[src/rtl/laser_fault_map.svh]
// Register offsets, field positions, reset values and timing for the fault monitor.
`ifndef LASER_FAULT_MAP_SVH
`define LASER_FAULT_MAP_SVH
`define REG_MONITOR_CFG     8'h0a
`define REG_BIAS_LEVEL      8'h0b
`define REG_PHOTO_LEVEL     8'h0c
`define REG_CONV_CTRL       8'h0d
`define REG_CONV_RES_HI     8'h0e
`define REG_CONV_RES_LO     8'h0f
`define BIT_DIG_BIAS_SEL    0
`define BIT_DIG_PHOTO_SEL   1
`define BIT_PHOTO_TRIGGER   2
`define BIT_CONV_OSC_OFF    6
`define BIT_CONV_OFF        7
`define RST_REG_VALUE       8'h00
`define LATCH_RESET_NS      100
`define NEGATE_NS           200
`define CLK_PERIOD_NS       25
`define LATCH_RESET_CYC     ((`LATCH_RESET_NS + `CLK_PERIOD_NS - 1) / `CLK_PERIOD_NS)
`define NEGATE_CYC          ((`NEGATE_NS + `CLK_PERIOD_NS - 1) / `CLK_PERIOD_NS)
`endif

[src/rtl/laser_fault_pkg.sv]
// Types shared by the laser fault monitor.
package laser_fault_pkg;
  typedef enum logic [1:0] {
    SRC_TEMP,
    SRC_SUPPLY,
    SRC_PHOTO,
    SRC_BIAS
  } conv_src_t;
  typedef enum logic [1:0] {
    ST_RUN,
    ST_FAULT,
    ST_CLEAR,
    ST_NEGATE
  } fault_state_t;
endpackage : laser_fault_pkg

[src/rtl/fault_detect.sv]
// Combines the per-cycle fault sources into one registered fault flag.
`timescale 1ns/100ps
module fault_detect
  import laser_fault_pkg::*;
#(
  parameter int W = 8
) (
  input  wire logic         clk_i,
  input  wire logic         reset_i,
  input  wire logic         dig_bias_sel_i,
  input  wire logic         dig_photo_sel_i,
  input  wire logic         photo_trigger_i,
  input  wire logic         bias_above_ref_i,
  input  wire logic         photo_above_ref_i,
  input  wire logic [W-1:0] bias_level_i,
  input  wire logic [W-1:0] photo_level_i,
  input  wire logic [W-1:0] bias_code_i,
  input  wire logic [W-1:0] photo_code_i,
  input  wire logic [W-1:0] photo_set_i,
  input  wire logic [W-1:0] bias_dac_i,
  output logic              fault_o
);
  logic [W-1:0] dac_prev_q;
  logic         bias_f;
  logic         photo_f;
  logic         over_f;
  logic         drop_f;

  // Bias fault from the pin comparator or from the digital threshold.
  assign bias_f  = dig_bias_sel_i ? (bias_code_i > bias_level_i)
                                  : bias_above_ref_i;
  // The analog photo comparator counts only when its trigger bit is set.
  assign photo_f = dig_photo_sel_i ? (photo_code_i > photo_level_i)
                                   : (photo_above_ref_i
                                      && photo_trigger_i);
  // Above 150 percent: 2*code > 3*set, widened to avoid overflow.
  assign over_f  = ({1'b0, photo_code_i, 1'b0}
                    > ({2'b00, photo_set_i} + {1'b0, photo_set_i, 1'b0}));
  // A drop of more than half: 2*(prev - new) > prev.
  assign drop_f  = (bias_dac_i < dac_prev_q)
                   && ({1'b0, dac_prev_q - bias_dac_i, 1'b0}
                       > {2'b00, dac_prev_q});

  always_ff @(posedge clk_i) begin
    if (reset_i) begin
      dac_prev_q <= '0;
    end else begin
      dac_prev_q <= bias_dac_i;
    end
  end

  always_ff @(posedge clk_i) begin
    if (reset_i) begin
      fault_o <= 1'b0;
    end else begin
      fault_o <= bias_f || photo_f || over_f || drop_f;
    end
  end

  AST_DROP_FLAGS: assert property (
    @(posedge clk_i) disable iff (reset_i)
    drop_f |=> fault_o)
    else $error("DAC drop did not raise fault");
  AST_OVER_FLAGS: assert property (
    @(posedge clk_i) disable iff (reset_i)
    over_f |=> fault_o)
    else $error("Photo overcurrent did not raise fault");
  AST_PHOTO_MASK: assert property (
    @(posedge clk_i) disable iff (reset_i)
    (!dig_photo_sel_i && !photo_trigger_i && !bias_f && !over_f && !drop_f)
    |=> !fault_o)
    else $error("Masked analog photo input raised fault");
endmodule : fault_detect

[src/rtl/laser_fault_monitor_adc_regs.sv]
// Laser driver fault supervisor with monitor and converter registers.
`timescale 1ns/100ps
`include "laser_fault_map.svh"
module laser_fault_monitor_adc_regs
#(
  parameter int W            = 8,
  parameter int LATCH_CYCLES = `LATCH_RESET_CYC,
  parameter int NEGATE_CYCLES = `NEGATE_CYC
) (
  input  wire logic        clk_i,
  input  wire logic        reset_i,
  input  wire logic        reg_wr_i,
  input  wire logic        reg_rd_i,
  input  wire logic [7:0]  reg_addr_i,
  input  wire logic [7:0]  reg_wdata_i,
  output logic      [7:0]  reg_rdata_o,
  input  wire logic        disable_in_i,
  input  wire logic        internal_on_bit_i,
  input  wire logic        fault_latch_allow_i,
  input  wire logic        bias_above_ref_i,
  input  wire logic        photo_above_ref_i,
  input  wire logic [W-1:0] bias_code_i,
  input  wire logic [W-1:0] photo_code_i,
  input  wire logic [W-1:0] photo_set_i,
  input  wire logic [W-1:0] bias_dac_i,
  input  wire logic [W-1:0] mod_dac_i,
  input  wire logic        conv_done_i,
  input  wire logic [9:0]  conv_value_i,
  output logic [W-1:0]     bias_out_o,
  output logic [W-1:0]     mod_out_o,
  output logic             fault_out_o,
  output logic             converter_off_o,
  output logic             converter_osc_off_o,
  output laser_fault_pkg::conv_src_t converter_input_sel_o
);
  import laser_fault_pkg::*;

  logic [2:0]   monitor_cfg_q;
  logic [W-1:0] bias_fault_level_q;
  logic [W-1:0] photo_fault_level_q;
  logic [7:0]   conv_ctrl_q;
  logic [9:0]   conv_result_q;
  fault_state_t state_q;
  logic [15:0]  count_q;
  logic         fault_now;
  logic         off_req;

  function automatic logic [7:0] pad8(input logic [W-1:0] v);
    pad8 = 8'(v);
  endfunction : pad8

  fault_detect #(
    .W (W)
  ) u_detect (
    .clk_i             (clk_i),
    .reset_i           (reset_i),
    .dig_bias_sel_i    (monitor_cfg_q[`BIT_DIG_BIAS_SEL]),
    .dig_photo_sel_i   (monitor_cfg_q[`BIT_DIG_PHOTO_SEL]),
    .photo_trigger_i   (monitor_cfg_q[`BIT_PHOTO_TRIGGER]),
    .bias_above_ref_i  (bias_above_ref_i),
    .photo_above_ref_i (photo_above_ref_i),
    .bias_level_i      (bias_fault_level_q),
    .photo_level_i     (photo_fault_level_q),
    .bias_code_i       (bias_code_i),
    .photo_code_i      (photo_code_i),
    .photo_set_i       (photo_set_i),
    .bias_dac_i        (bias_dac_i),
    .fault_o           (fault_now)
  );

  // Register writes; result registers ignore writes.
  always_ff @(posedge clk_i) begin
    if (reset_i) begin
      monitor_cfg_q       <= 3'h0;
      bias_fault_level_q  <= '0;
      photo_fault_level_q <= '0;
      conv_ctrl_q         <= `RST_REG_VALUE;
    end else if (reg_wr_i) begin
      if (reg_addr_i == `REG_MONITOR_CFG) begin
        monitor_cfg_q <= reg_wdata_i[2:0];
      end else if (reg_addr_i == `REG_BIAS_LEVEL) begin
        bias_fault_level_q <= reg_wdata_i[W-1:0];
      end else if (reg_addr_i == `REG_PHOTO_LEVEL) begin
        photo_fault_level_q <= reg_wdata_i[W-1:0];
      end else if (reg_addr_i == `REG_CONV_CTRL) begin
        conv_ctrl_q <= {reg_wdata_i[7:6], 4'h0, reg_wdata_i[1:0]};
      end
    end
  end

  // Conversions are accepted only while the converter is running.
  always_ff @(posedge clk_i) begin
    if (reset_i) begin
      conv_result_q <= 10'h000;
    end else if (conv_done_i && !conv_ctrl_q[`BIT_CONV_OFF]
                 && !conv_ctrl_q[`BIT_CONV_OSC_OFF]) begin
      conv_result_q <= conv_value_i;
    end
  end

  // Read data is registered one cycle after the read strobe.
  always_ff @(posedge clk_i) begin
    if (reset_i) begin
      reg_rdata_o <= 8'h00;
    end else if (reg_rd_i) begin
      if (reg_addr_i == `REG_MONITOR_CFG) begin
        reg_rdata_o <= {5'h00, monitor_cfg_q};
      end else if (reg_addr_i == `REG_BIAS_LEVEL) begin
        reg_rdata_o <= pad8(bias_fault_level_q);
      end else if (reg_addr_i == `REG_PHOTO_LEVEL) begin
        reg_rdata_o <= pad8(photo_fault_level_q);
      end else if (reg_addr_i == `REG_CONV_CTRL) begin
        reg_rdata_o <= conv_ctrl_q;
      end else if (reg_addr_i == `REG_CONV_RES_HI) begin
        reg_rdata_o <= conv_result_q[9:2];
      end else if (reg_addr_i == `REG_CONV_RES_LO) begin
        reg_rdata_o <= {6'h00, conv_result_q[1:0]};
      end else begin
        reg_rdata_o <= 8'h00;
      end
    end
  end

  // Converter control outputs follow the control register.
  always_ff @(posedge clk_i) begin
    if (reset_i) begin
      converter_off_o       <= 1'b0;
      converter_osc_off_o   <= 1'b0;
      converter_input_sel_o <= SRC_TEMP;
    end else begin
      converter_off_o       <= conv_ctrl_q[`BIT_CONV_OFF];
      converter_osc_off_o   <= conv_ctrl_q[`BIT_CONV_OSC_OFF];
      converter_input_sel_o <= conv_src_t'(conv_ctrl_q[1:0]);
    end
  end

  assign off_req = disable_in_i || !internal_on_bit_i;

  // Recovery: the off request must hold for the latch reset time before
  // the latch clears, then outputs wait the negate time before returning.
  always_ff @(posedge clk_i) begin
    if (reset_i) begin
      state_q <= ST_RUN;
      count_q <= 16'h0000;
    end else begin
      case (state_q)
        ST_RUN: begin
          count_q <= 16'h0000;
          if (fault_now && fault_latch_allow_i) begin
            state_q <= ST_FAULT;
          end
        end
        ST_FAULT: begin
          if (off_req) begin
            if (count_q >= 16'(LATCH_CYCLES - 1)) begin
              state_q <= ST_CLEAR;
              count_q <= 16'h0000;
            end else begin
              count_q <= count_q + 16'h0001;
            end
          end else begin
            count_q <= 16'h0000;
          end
        end
        ST_CLEAR: begin
          count_q <= 16'h0000;
          if (!off_req) begin
            if (fault_now && fault_latch_allow_i) begin
              state_q <= ST_FAULT;
            end else begin
              state_q <= ST_NEGATE;
            end
          end
        end
        ST_NEGATE: begin
          if (off_req) begin
            state_q <= ST_CLEAR;
            count_q <= 16'h0000;
          end else if (fault_now && fault_latch_allow_i) begin
            state_q <= ST_FAULT;
            count_q <= 16'h0000;
          end else if (count_q >= 16'(NEGATE_CYCLES - 1)) begin
            state_q <= ST_RUN;
            count_q <= 16'h0000;
          end else begin
            count_q <= count_q + 16'h0001;
          end
        end
        default: begin
          state_q <= ST_RUN;
          count_q <= 16'h0000;
        end
      endcase
    end
  end

  // Currents are zero while faulted, cleared or negating; the DAC
  // settings themselves are untouched, so the old values come back.
  always_ff @(posedge clk_i) begin
    if (reset_i) begin
      bias_out_o <= '0;
      mod_out_o  <= '0;
    end else if (state_q == ST_RUN && !off_req
                 && !(fault_now && fault_latch_allow_i)) begin
      bias_out_o <= bias_dac_i;
      mod_out_o  <= mod_dac_i;
    end else begin
      bias_out_o <= '0;
      mod_out_o  <= '0;
    end
  end

  always_ff @(posedge clk_i) begin
    if (reset_i) begin
      fault_out_o <= 1'b0;
    end else begin
      fault_out_o <= (state_q == ST_FAULT);
    end
  end

  // The latch may only be left once the off request has run its full time.
  AST_FAULT_ZEROES: assert property (
    @(posedge clk_i) disable iff (reset_i)
    (state_q == ST_RUN && fault_now && fault_latch_allow_i)
    |=> (bias_out_o == '0 && mod_out_o == '0) ##1 fault_out_o)
    else $error("Fault did not zero outputs then latch");
  AST_FAULT_HOLDS: assert property (
    @(posedge clk_i) disable iff (reset_i)
    (state_q == ST_FAULT && !off_req) |=> fault_out_o)
    else $error("Fault output dropped without recovery");
  AST_CLEAR_DROPS: assert property (
    @(posedge clk_i) disable iff (reset_i)
    (state_q == ST_CLEAR) |=> !fault_out_o)
    else $error("Fault output high while cleared");
  AST_REASSERT: assert property (
    @(posedge clk_i) disable iff (reset_i)
    (state_q == ST_CLEAR && !off_req && fault_now && fault_latch_allow_i)
    |=> ##1 fault_out_o)
    else $error("Persisting fault not reasserted");
  AST_RESUME: assert property (
    @(posedge clk_i) disable iff (reset_i)
    (state_q == ST_NEGATE && count_q >= 16'(NEGATE_CYCLES - 1)
     && !off_req && !(fault_now && fault_latch_allow_i))
    |=> state_q == ST_RUN)
    else $error("No resume after negate time");
  AST_RES_LOW: assert property (
    @(posedge clk_i) disable iff (reset_i)
    (reg_rd_i && reg_addr_i == `REG_CONV_RES_LO)
    |=> reg_rdata_o[7:2] == 6'h00)
    else $error("Unused result bits not zero");
  AST_CONV_OFF: assert property (
    @(posedge clk_i) disable iff (reset_i)
    (reg_wr_i && reg_addr_i == `REG_CONV_CTRL)
    |=> ##1 converter_off_o == $past(reg_wdata_i[7], 2))
    else $error("Converter off bit not applied");
  AST_SEL: assert property (
    @(posedge clk_i) disable iff (reset_i)
    (reg_wr_i && reg_addr_i == `REG_CONV_CTRL)
    |=> ##1 converter_input_sel_o == $past(reg_wdata_i[1:0], 2))
    else $error("Input select not applied");
  AST_BIAS_LEVEL_WR: assert property (
    @(posedge clk_i) disable iff (reset_i)
    (reg_wr_i && reg_addr_i == `REG_BIAS_LEVEL)
    |=> bias_fault_level_q == $past(reg_wdata_i[W-1:0]))
    else $error("Bias threshold write lost");
  AST_PHOTO_LEVEL_WR: assert property (
    @(posedge clk_i) disable iff (reset_i)
    (reg_wr_i && reg_addr_i == `REG_PHOTO_LEVEL)
    |=> photo_fault_level_q == $past(reg_wdata_i[W-1:0]))
    else $error("Photo threshold write lost");
  AST_CFG_WR: assert property (
    @(posedge clk_i) disable iff (reset_i)
    (reg_wr_i && reg_addr_i == `REG_MONITOR_CFG)
    |=> monitor_cfg_q == $past(reg_wdata_i[2:0]))
    else $error("Monitor select write lost");
  AST_CTRL_RSVD: assert property (
    @(posedge clk_i) disable iff (reset_i)
    (reg_wr_i && reg_addr_i == `REG_CONV_CTRL) |=> conv_ctrl_q[5:2] == 4'h0)
    else $error("Unused control bits stored");
  AST_OSC_OFF: assert property (
    @(posedge clk_i) disable iff (reset_i)
    (reg_wr_i && reg_addr_i == `REG_CONV_CTRL)
    |=> ##1 converter_osc_off_o == $past(reg_wdata_i[6], 2))
    else $error("Oscillator off bit not applied");
  AST_CONV_GATED: assert property (
    @(posedge clk_i) disable iff (reset_i)
    (conv_ctrl_q[`BIT_CONV_OFF] || conv_ctrl_q[`BIT_CONV_OSC_OFF])
    |=> $stable(conv_result_q))
    else $error("Result changed while converter off");
  AST_RES_HI: assert property (
    @(posedge clk_i) disable iff (reset_i)
    (reg_rd_i && reg_addr_i == `REG_CONV_RES_HI)
    |=> reg_rdata_o == $past(conv_result_q[9:2]))
    else $error("Result high bits misread");
  AST_RES_RO: assert property (
    @(posedge clk_i) disable iff (reset_i)
    !conv_done_i |=> $stable(conv_result_q))
    else $error("Result changed without conversion");
  AST_BIAS_DIGITAL: assert property (
    @(posedge clk_i) disable iff (reset_i)
    (monitor_cfg_q[`BIT_DIG_BIAS_SEL] && bias_code_i > bias_fault_level_q)
    |=> fault_now)
    else $error("Digital bias fault missed");
  AST_BIAS_ANALOG: assert property (
    @(posedge clk_i) disable iff (reset_i)
    (!monitor_cfg_q[`BIT_DIG_BIAS_SEL] && bias_above_ref_i) |=> fault_now)
    else $error("Analog bias fault missed");
  AST_PHOTO_DIGITAL: assert property (
    @(posedge clk_i) disable iff (reset_i)
    (monitor_cfg_q[`BIT_DIG_PHOTO_SEL] && photo_code_i > photo_fault_level_q)
    |=> fault_now)
    else $error("Digital photo fault missed");
  AST_PHOTO_ANALOG: assert property (
    @(posedge clk_i) disable iff (reset_i)
    (!monitor_cfg_q[`BIT_DIG_PHOTO_SEL] && monitor_cfg_q[`BIT_PHOTO_TRIGGER]
     && photo_above_ref_i) |=> fault_now)
    else $error("Analog photo fault missed");
  AST_RUN_QUIET: assert property (
    @(posedge clk_i) disable iff (reset_i)
    (state_q == ST_RUN && !fault_latch_allow_i) |=> state_q == ST_RUN)
    else $error("Fault latched while fault handling off");
  AST_LATCH_WAIT: assert property (
    @(posedge clk_i) disable iff (reset_i)
    (state_q == ST_FAULT && count_q < 16'(LATCH_CYCLES - 1))
    |=> state_q == ST_FAULT)
    else $error("Latch cleared before reset time");
  AST_CLEAR_WHILE_OFF: assert property (
    @(posedge clk_i) disable iff (reset_i)
    (state_q == ST_CLEAR && off_req) |=> state_q == ST_CLEAR)
    else $error("Cleared state left while still off");
  AST_NEGATE_ZERO: assert property (
    @(posedge clk_i) disable iff (reset_i)
    (state_q == ST_NEGATE) |=> (bias_out_o == '0 && mod_out_o == '0))
    else $error("Currents on during negate time");
  AST_RUN_FOLLOWS: assert property (
    @(posedge clk_i) disable iff (reset_i)
    (state_q == ST_RUN && !off_req && !(fault_now && fault_latch_allow_i))
    |=> (bias_out_o == $past(bias_dac_i) && mod_out_o == $past(mod_dac_i)))
    else $error("Currents do not follow settings");
  AST_NEGATE_REFAULT: assert property (
    @(posedge clk_i) disable iff (reset_i)
    (state_q == ST_NEGATE && !off_req && fault_now && fault_latch_allow_i)
    |=> state_q == ST_FAULT)
    else $error("Fault during negate time not latched");
endmodule : laser_fault_monitor_adc_regs

[config.mk]
export PLATFORM = sky130hd
export DESIGN_NAME = laser_fault_monitor_adc_regs
export DESIGN_NICKNAME = d
export VERILOG_FILES = /design/src/rtl/laser_fault_pkg.sv /design/src/rtl/fault_detect.sv /design/src/rtl/laser_fault_monitor_adc_regs.sv
export VERILOG_INCLUDE_DIRS = /design/src /design/src/rtl
export SDC_FILE = /design/constraint.sdc
export NUM_CORES = 1
export LEC_CHECK = 0
export ABC_AREA = 0
export BUFFER_PORTS_ARGS = -buffer_cell sky130_fd_sc_hd__buf_2
export CORE_MARGIN = 5
export CORE_UTILIZATION = 49
export CTS_CLUSTER_DIAMETER = 50
export DETAILED_ROUTE_END_ITERATION = 12
export PLACE_DENSITY_LB_ADDON = 0.3
export SLEW_MARGIN = 15
export SYNTH_ARGS = -nofsm -noshare
export SYNTH_HDL_FRONTEND = slang
export SYNTH_SLANG_ARGS = --single-unit
export TNS_END_PERCENT = 1
[constraint.sdc]
create_clock -name clk_i -period 3.1 [get_ports clk_i]
set_clock_uncertainty 0.2 [all_clocks]
set_input_delay 0.62 -clock clk_i [delete_from_list [all_inputs] [get_ports clk_i]]
set_output_delay 0.62 -clock clk_i [all_outputs]
set_load 0.05 [all_outputs]
Yosys cells after proc, flatten, opt, wreduce, memory -nomap -nowiden:

Cells that the tools add are included.
W data, S select, Z words.

* flip-flop bits (word level): 89
* bits of input ports: 76
* output and inout port bits: 29

* $add $sub $neg: 3
* order comparisons: 7
* equal/unequal tests: 14
* mux-type cells: 23
* bitwise operators: 4
* reduce and logical (&&, ||, !) cells: 24

Operators with widths (number)
* $mux W16: 5
* $eq A8 B4 Y1 const B: 6
* $pmux W16 S3: 1
* $mux W8: 5
* $mux W2: 9
* $add A16 B1 Y16 const B: 1
* $ge A16 B2 Y1 const B: 1
* $ge A16 B3 Y1 const B: 1
* $gt A8 B8 Y1: 2
* $add A8 B9 Y10: 1
* $gt A9 B10 Y1: 1
* $reduce_and A5 Y1: 2
* $gt A9 B8 Y1: 1
* $lt A8 B8 Y1: 1
* $ne A2 B2 Y1 const B: 4
* $pmux W2 S4: 1
* $sub A8 B8 Y8: 1
* $logic_and A1 B1 Y1: 7
* $logic_not A1 Y1: 5
* $eq A2 B2 Y1 const B: 2
* $logic_or A1 B1 Y1: 4
* $ne A4 B4 Y1 const B: 1
* $not A1 Y1: 4
* $reduce_and A4 Y1: 1
* 6 further kinds: 8

Logic depth before layout (Yosys ltp):

* depth after elaboration: 7
* mapped depth: 15
* gate-level depth less buffers: 15

Modules after synthesis:

From an unflattened synthesis, not the netlist that was laid out.

* cell total of the unflattened synthesis: 503
* area, all modules: 4647.0 sq um

By module, submodules not included
* laser_fault_monitor_adc_regs: times used 1, cells an instance 289, area each 2997.9 sq um, sequential area each 1601.5 sq um
* fault_detect: times used 1, cells an instance 214, area each 1649.1 sq um, sequential area each 180.2 sq um

Worst setup path before layout:

Ideal clock, no wire load.

* path kind: input-to-reg
* start point: input photo_set_i[1]
* end point: register u_detect.fault_o
* library setup time: 136 ps
* arrival: 2937 ps
* required time: 2764 ps
* slack: -172 ps
* cell stages on the path: 14
* cells stage by stage: ha_1 a21o_1 a21oi_1 nor2b_1 o21a_1 nor2_1 xor2_1 ha_1 nand3_1 or2_1 o311ai_1 a211oi_1 nor4_1 o32ai_1

* word-level cells in the longest chain between the ends: 4

Ends and longest elaborated chain
* start: declaration: RTL line laser_fault_monitor_adc_regs.sv:24 `input wire logic [W-1:0] photo_set_i,`
* $add A8 B9 Y10: RTL line fault_detect.sv:38 `> ({2'b00, photo_set_i} + {1'b0, photo_set_i, 1'b0}));`
* $gt A9 B10 Y1: RTL line fault_detect.sv:38
* $logic_or A1 B1 Y1 (2 in series): RTL line fault_detect.sv:56 `fault_o <= bias_f || photo_f || over_f || drop_f;`
* end signal: assignment: RTL line fault_detect.sv:56
* end: declaration: RTL line fault_detect.sv:21 `output logic fault_o`

No other way between the ends.
A chain may end at the register's enable or synchronous reset.

Worst setup path in the final report:

* start point: input photo_set_i[2]
* end point: register u_detect.fault_o

Same word-level chain as after synthesis.

==> results.py <==
metrics = {
    "outcome": {
        "status": "completed",
    },
    "clock_network": {
        "cts_buffers": 9,
        "ctsLongestPathBuffers": 2,
        "htreeDepth": 3,
        "worstSkewPairLatency_ns": 0.35,
        "cts_tree": "yes",
        "cts_sinks": 89,
        "cts_root_buffer": "clkbuf_8",
        "clkTransAtPathRegs_ns": 0.09,
    },
    "global_routing": {
        "antenna_found_initial": 0,
        "grtUsageMet1_pct": 24.1,
        "busiest_layer": "met2",
        "grt_max_degree": 35,
        "grt-ovfl-total": 0,
        "grt_pass1_vias": 3777,
        "met2_usage_pct": 31.5,
        "use_met3_pct": 4.27,
        "grt_use_total_pct": 18.9,
        "grt_pass1_wl_um": 17500,
    },
    "detailed_routing": {
        "post_drt_wl_per_cell_um": 14.4,
        "finalWirelength_um": 11100,
        "drc": 0,
        "dr_total_vias": 4000,
        "viasPerCell": 5.22,
        "ant_nets": 0,
        "drt_iter0_markers": 165,
        "dr.pass1.iters": 4,
    },
    "worst_setup_path": {
        "slowest_stage": "ha_1",
        "worst-setup-path-type": "in2reg",
        "startpoint_type": "input pin",
        "worstPathArrival_ns": 3.13,
        "cp_max_fo": 3,
        "worst_path_largest_cell_delay_ns": 0.31,
        "worst_ep_required_time_ns": 3.13,
        "path_cells": "buf_8 -> ha_4 -> a21o_1 -> a21oi_2 -> nor2b_1 -> o21a_1 -> nor2_1 -> xor2_1 -> ha_1 -> nand3_2 -> or2_1 -> o311ai_1 -> a211oi_1 -> nor4_1 -> o32ai_1",
        "endpoint_kind": "flop",
        "path_buf_inv": 1,
        "cpLargestDelayFamily": "compound AO/OA/AOI/OAI gates",
    },
    "die": {
        "io_pins": 105,
        "rows": 35,
        "die-area_um2": 11500,
        "dieHeight_um": 107,
        "start_util_pct": 50.2,
        "core_um2": 9200,
        "dieWidth_um": 107,
    },
    "timing": {
        "hold_violations": 0,
        "report.final.slew_viol_count": 0,
        "slew_headroom_pct": 54.7,
        "worst_pin_slew_ns": 0.679,
        "holdWs_ns": 0.257,
        "worst_slack_ns": 0.00155,
        "setup_viol": 0,
        "fin_crit_ns": 3.10,
        "clock.fmax_ghz": 0.323,
        "rsz0062_at_grt": "true",
        "finalCritPeriodShare_pct": 100,
    },
    "cells_and_area": {
        "antenna_cells": 0,
        "stdcell_count": 766,
        "final_layout_size_suffix_gt1_share_pct": 24.9,
        "final_cell_mix": "buf_2 (102), dfxtp_1 (89), nand2_1 (46)",
        "fin_nets": 776,
        "syn_to_final_growth_pct": 22.0,
        "layout_commonest_cell": "buf_2",
    },
    "power_and_ir_drop": {
        "ir_worst_vdd_mv": 0.232,
        "leakagePower_nw": 2.53,
        "power_density_nw_per_um2": 427,
    },
    "logic_synthesis": {
        "postSynthCellCount": 522,
        "avgSynthCellArea_um2": 8.84,
        "ys_seq_area_share_pct": 38.6,
        "syn_area_um2": 4620,
        "synth-main-ff-cell": "dfxtp_1",
        "synth-edff-count": 0,
        "yosysWarnings": 0,
        "ys_seq_elements": 89,
        "async_reset_ff_share_pct": 0,
        "ys_types": 56,
    },
    "placement": {
        "port-buffer-count": 104,
        "dpl.cell_count": 750,
        "dp_hpwl_um": 8910,
        "place_ws_ns": -0.331,
        "gp_congestion": 0.859,
    },
    "flow_run": {
        "drv_cap": 0,
    },
    "min_path": {
        "hp-class": "reg2reg",
    },
}
-- cell usage after synthesis (3+ instances only) --
library cell,n,area (µm²)
a21o_1,5,37.5
a21oi_1,44,220
a22o_1,3,26.3
a22oi_1,5,37.5
a32o_1,5,50.1
and2_1,17,106
and3_1,4,25.0
buf_1,6,22.5
buf_2,4,20.0
clkbuf_1,4,15.0
dfxtp_1,89,1780
ha_1,47,588
inv_1,45,169
mux2i_1,16,160
nand2_1,46,173
nand2b_1,10,62.6
nand3_1,18,90.1
nand4_1,7,43.8
nor2_1,38,143
nor2_2,4,25.0
nor2b_1,15,93.8
nor3_1,3,15.0
o211ai_1,5,37.5
o21a_1,6,45.0
o21ai_0,11,55.1
o21ai_1,5,25.0
o22ai_1,10,62.6
or3_1,3,18.8
xnor2_1,5,43.8
xor2_1,6,52.6
-- where the power goes --
part | internal (mW) | total [mW] | switching (mW)
clock network | 0.289 | 0.694 | 0.405
logic | 0.232 | 0.505 | 0.273
registers | 1.18 | 1.21 | 0.0256
-- worst paths after layout --
kind                               start               endpoint  slack [ns]  cells past startpoint
setup reg to reg  u_detect.dac_prev_q[0]       u_detect.fault_o        0.09                     13
setup / recovery          photo_set_i[2]       u_detect.fault_o       0.002                     15
hold reg to reg    bias_fault_level_q[2]  bias_fault_level_q[2]        0.26                      2
hold / removal     bias_fault_level_q[2]  bias_fault_level_q[2]        0.26                      2
-- metal layers --
layer  up-vias  part of all wire, %
met1      1815                   45
met2       114                   48
met3        12                  6.1
li1       2059                    -
met5         -                    0
met4         0                  1.2
-- worst register-to-register path, delay by kind of cell (launching register included) --
| kind | cells | cell delay, ns |
|---|---|---|
| AOI/OAI and AO/OA | 8 | 1.26 |
| adders and majority gates | 3 | 0.92 |
| DFF | 1 | 0.32 |
| and+or+nand+nor | 1 | 0.14 |
| buffers and inverters | 1 | 0.06 |
-- area by class of cell --
class	count	area (µm²)
timing repair buffer	121	668
fill	825	3560
sequential	89	1780
tap	111	139
inverter	45	169
multi-input combinational	385	2710
clock inverter	6	43.8
clock buffer	9	124
-- state kept, by name, summed over array words and instances, names as in the netlist --
signal	flops
converter_osc_off_o	1
conv_ctrl_q	4
state_q	2
bias_out_o	8
photo_fault_level_q	8
converter_off_o	1
fault_out_o	1
converter_input_sel_o	2
bias_fault_level_q	8
conv_result_q	10
u_detect.fault_o	1
reg_rdata_o	8
mod_out_o	8
count_q	16
u_detect.dac_prev_q	8
monitor_cfg_q	3
-- per-stage QoR --
stage / setup TNS (ns) / power (mW) / cell area (µm²) / utilization, %
floorplan: 0 / 1.55 / 4670 / -
global placement: -0.240 / 1.70 / 5390 / 58.6
detailed placement: -0.331 / 1.72 / 5390 / 58.6
CTS: 0 / 2.41 / 5560 / 60.4
global route: -0.118 / 2.55 / 5630 / 61.3
finish: 0 / 2.41 / 5630 / 61.3
-- cells by family (layout without fill, tap and decap cells) --
| kind of cell | after synthesis | after routing | share of synthesized area (%) |
|---|---|---|---|
| AO/OA/AOI/OAI | 112 | 112 | 15.2 |
| XOR/XNOR | 11 | 11 | 2.09 |
| adder cells (fa/ha/maj) | 49 | 49 | 13.6 |
| buffers and inverters | 59 | 181 | 4.91 |
| flip-flops | 89 | 89 | 38.6 |
| multiplexers | 16 | 16 | 3.47 |
| other | 1 | 12 | 0.0812 |
| AND/OR/NAND/NOR | 185 | 185 | 22.1 |
-- timing repair --
action,4_1_cts,5_1_grt
hold buffers,0,0
endpoints found under the hold margin,0,0
setup buffers,0,1
setup endpoints to repair,0,1
resized for setup,0,14
Power figures use the tool's default switching activity.
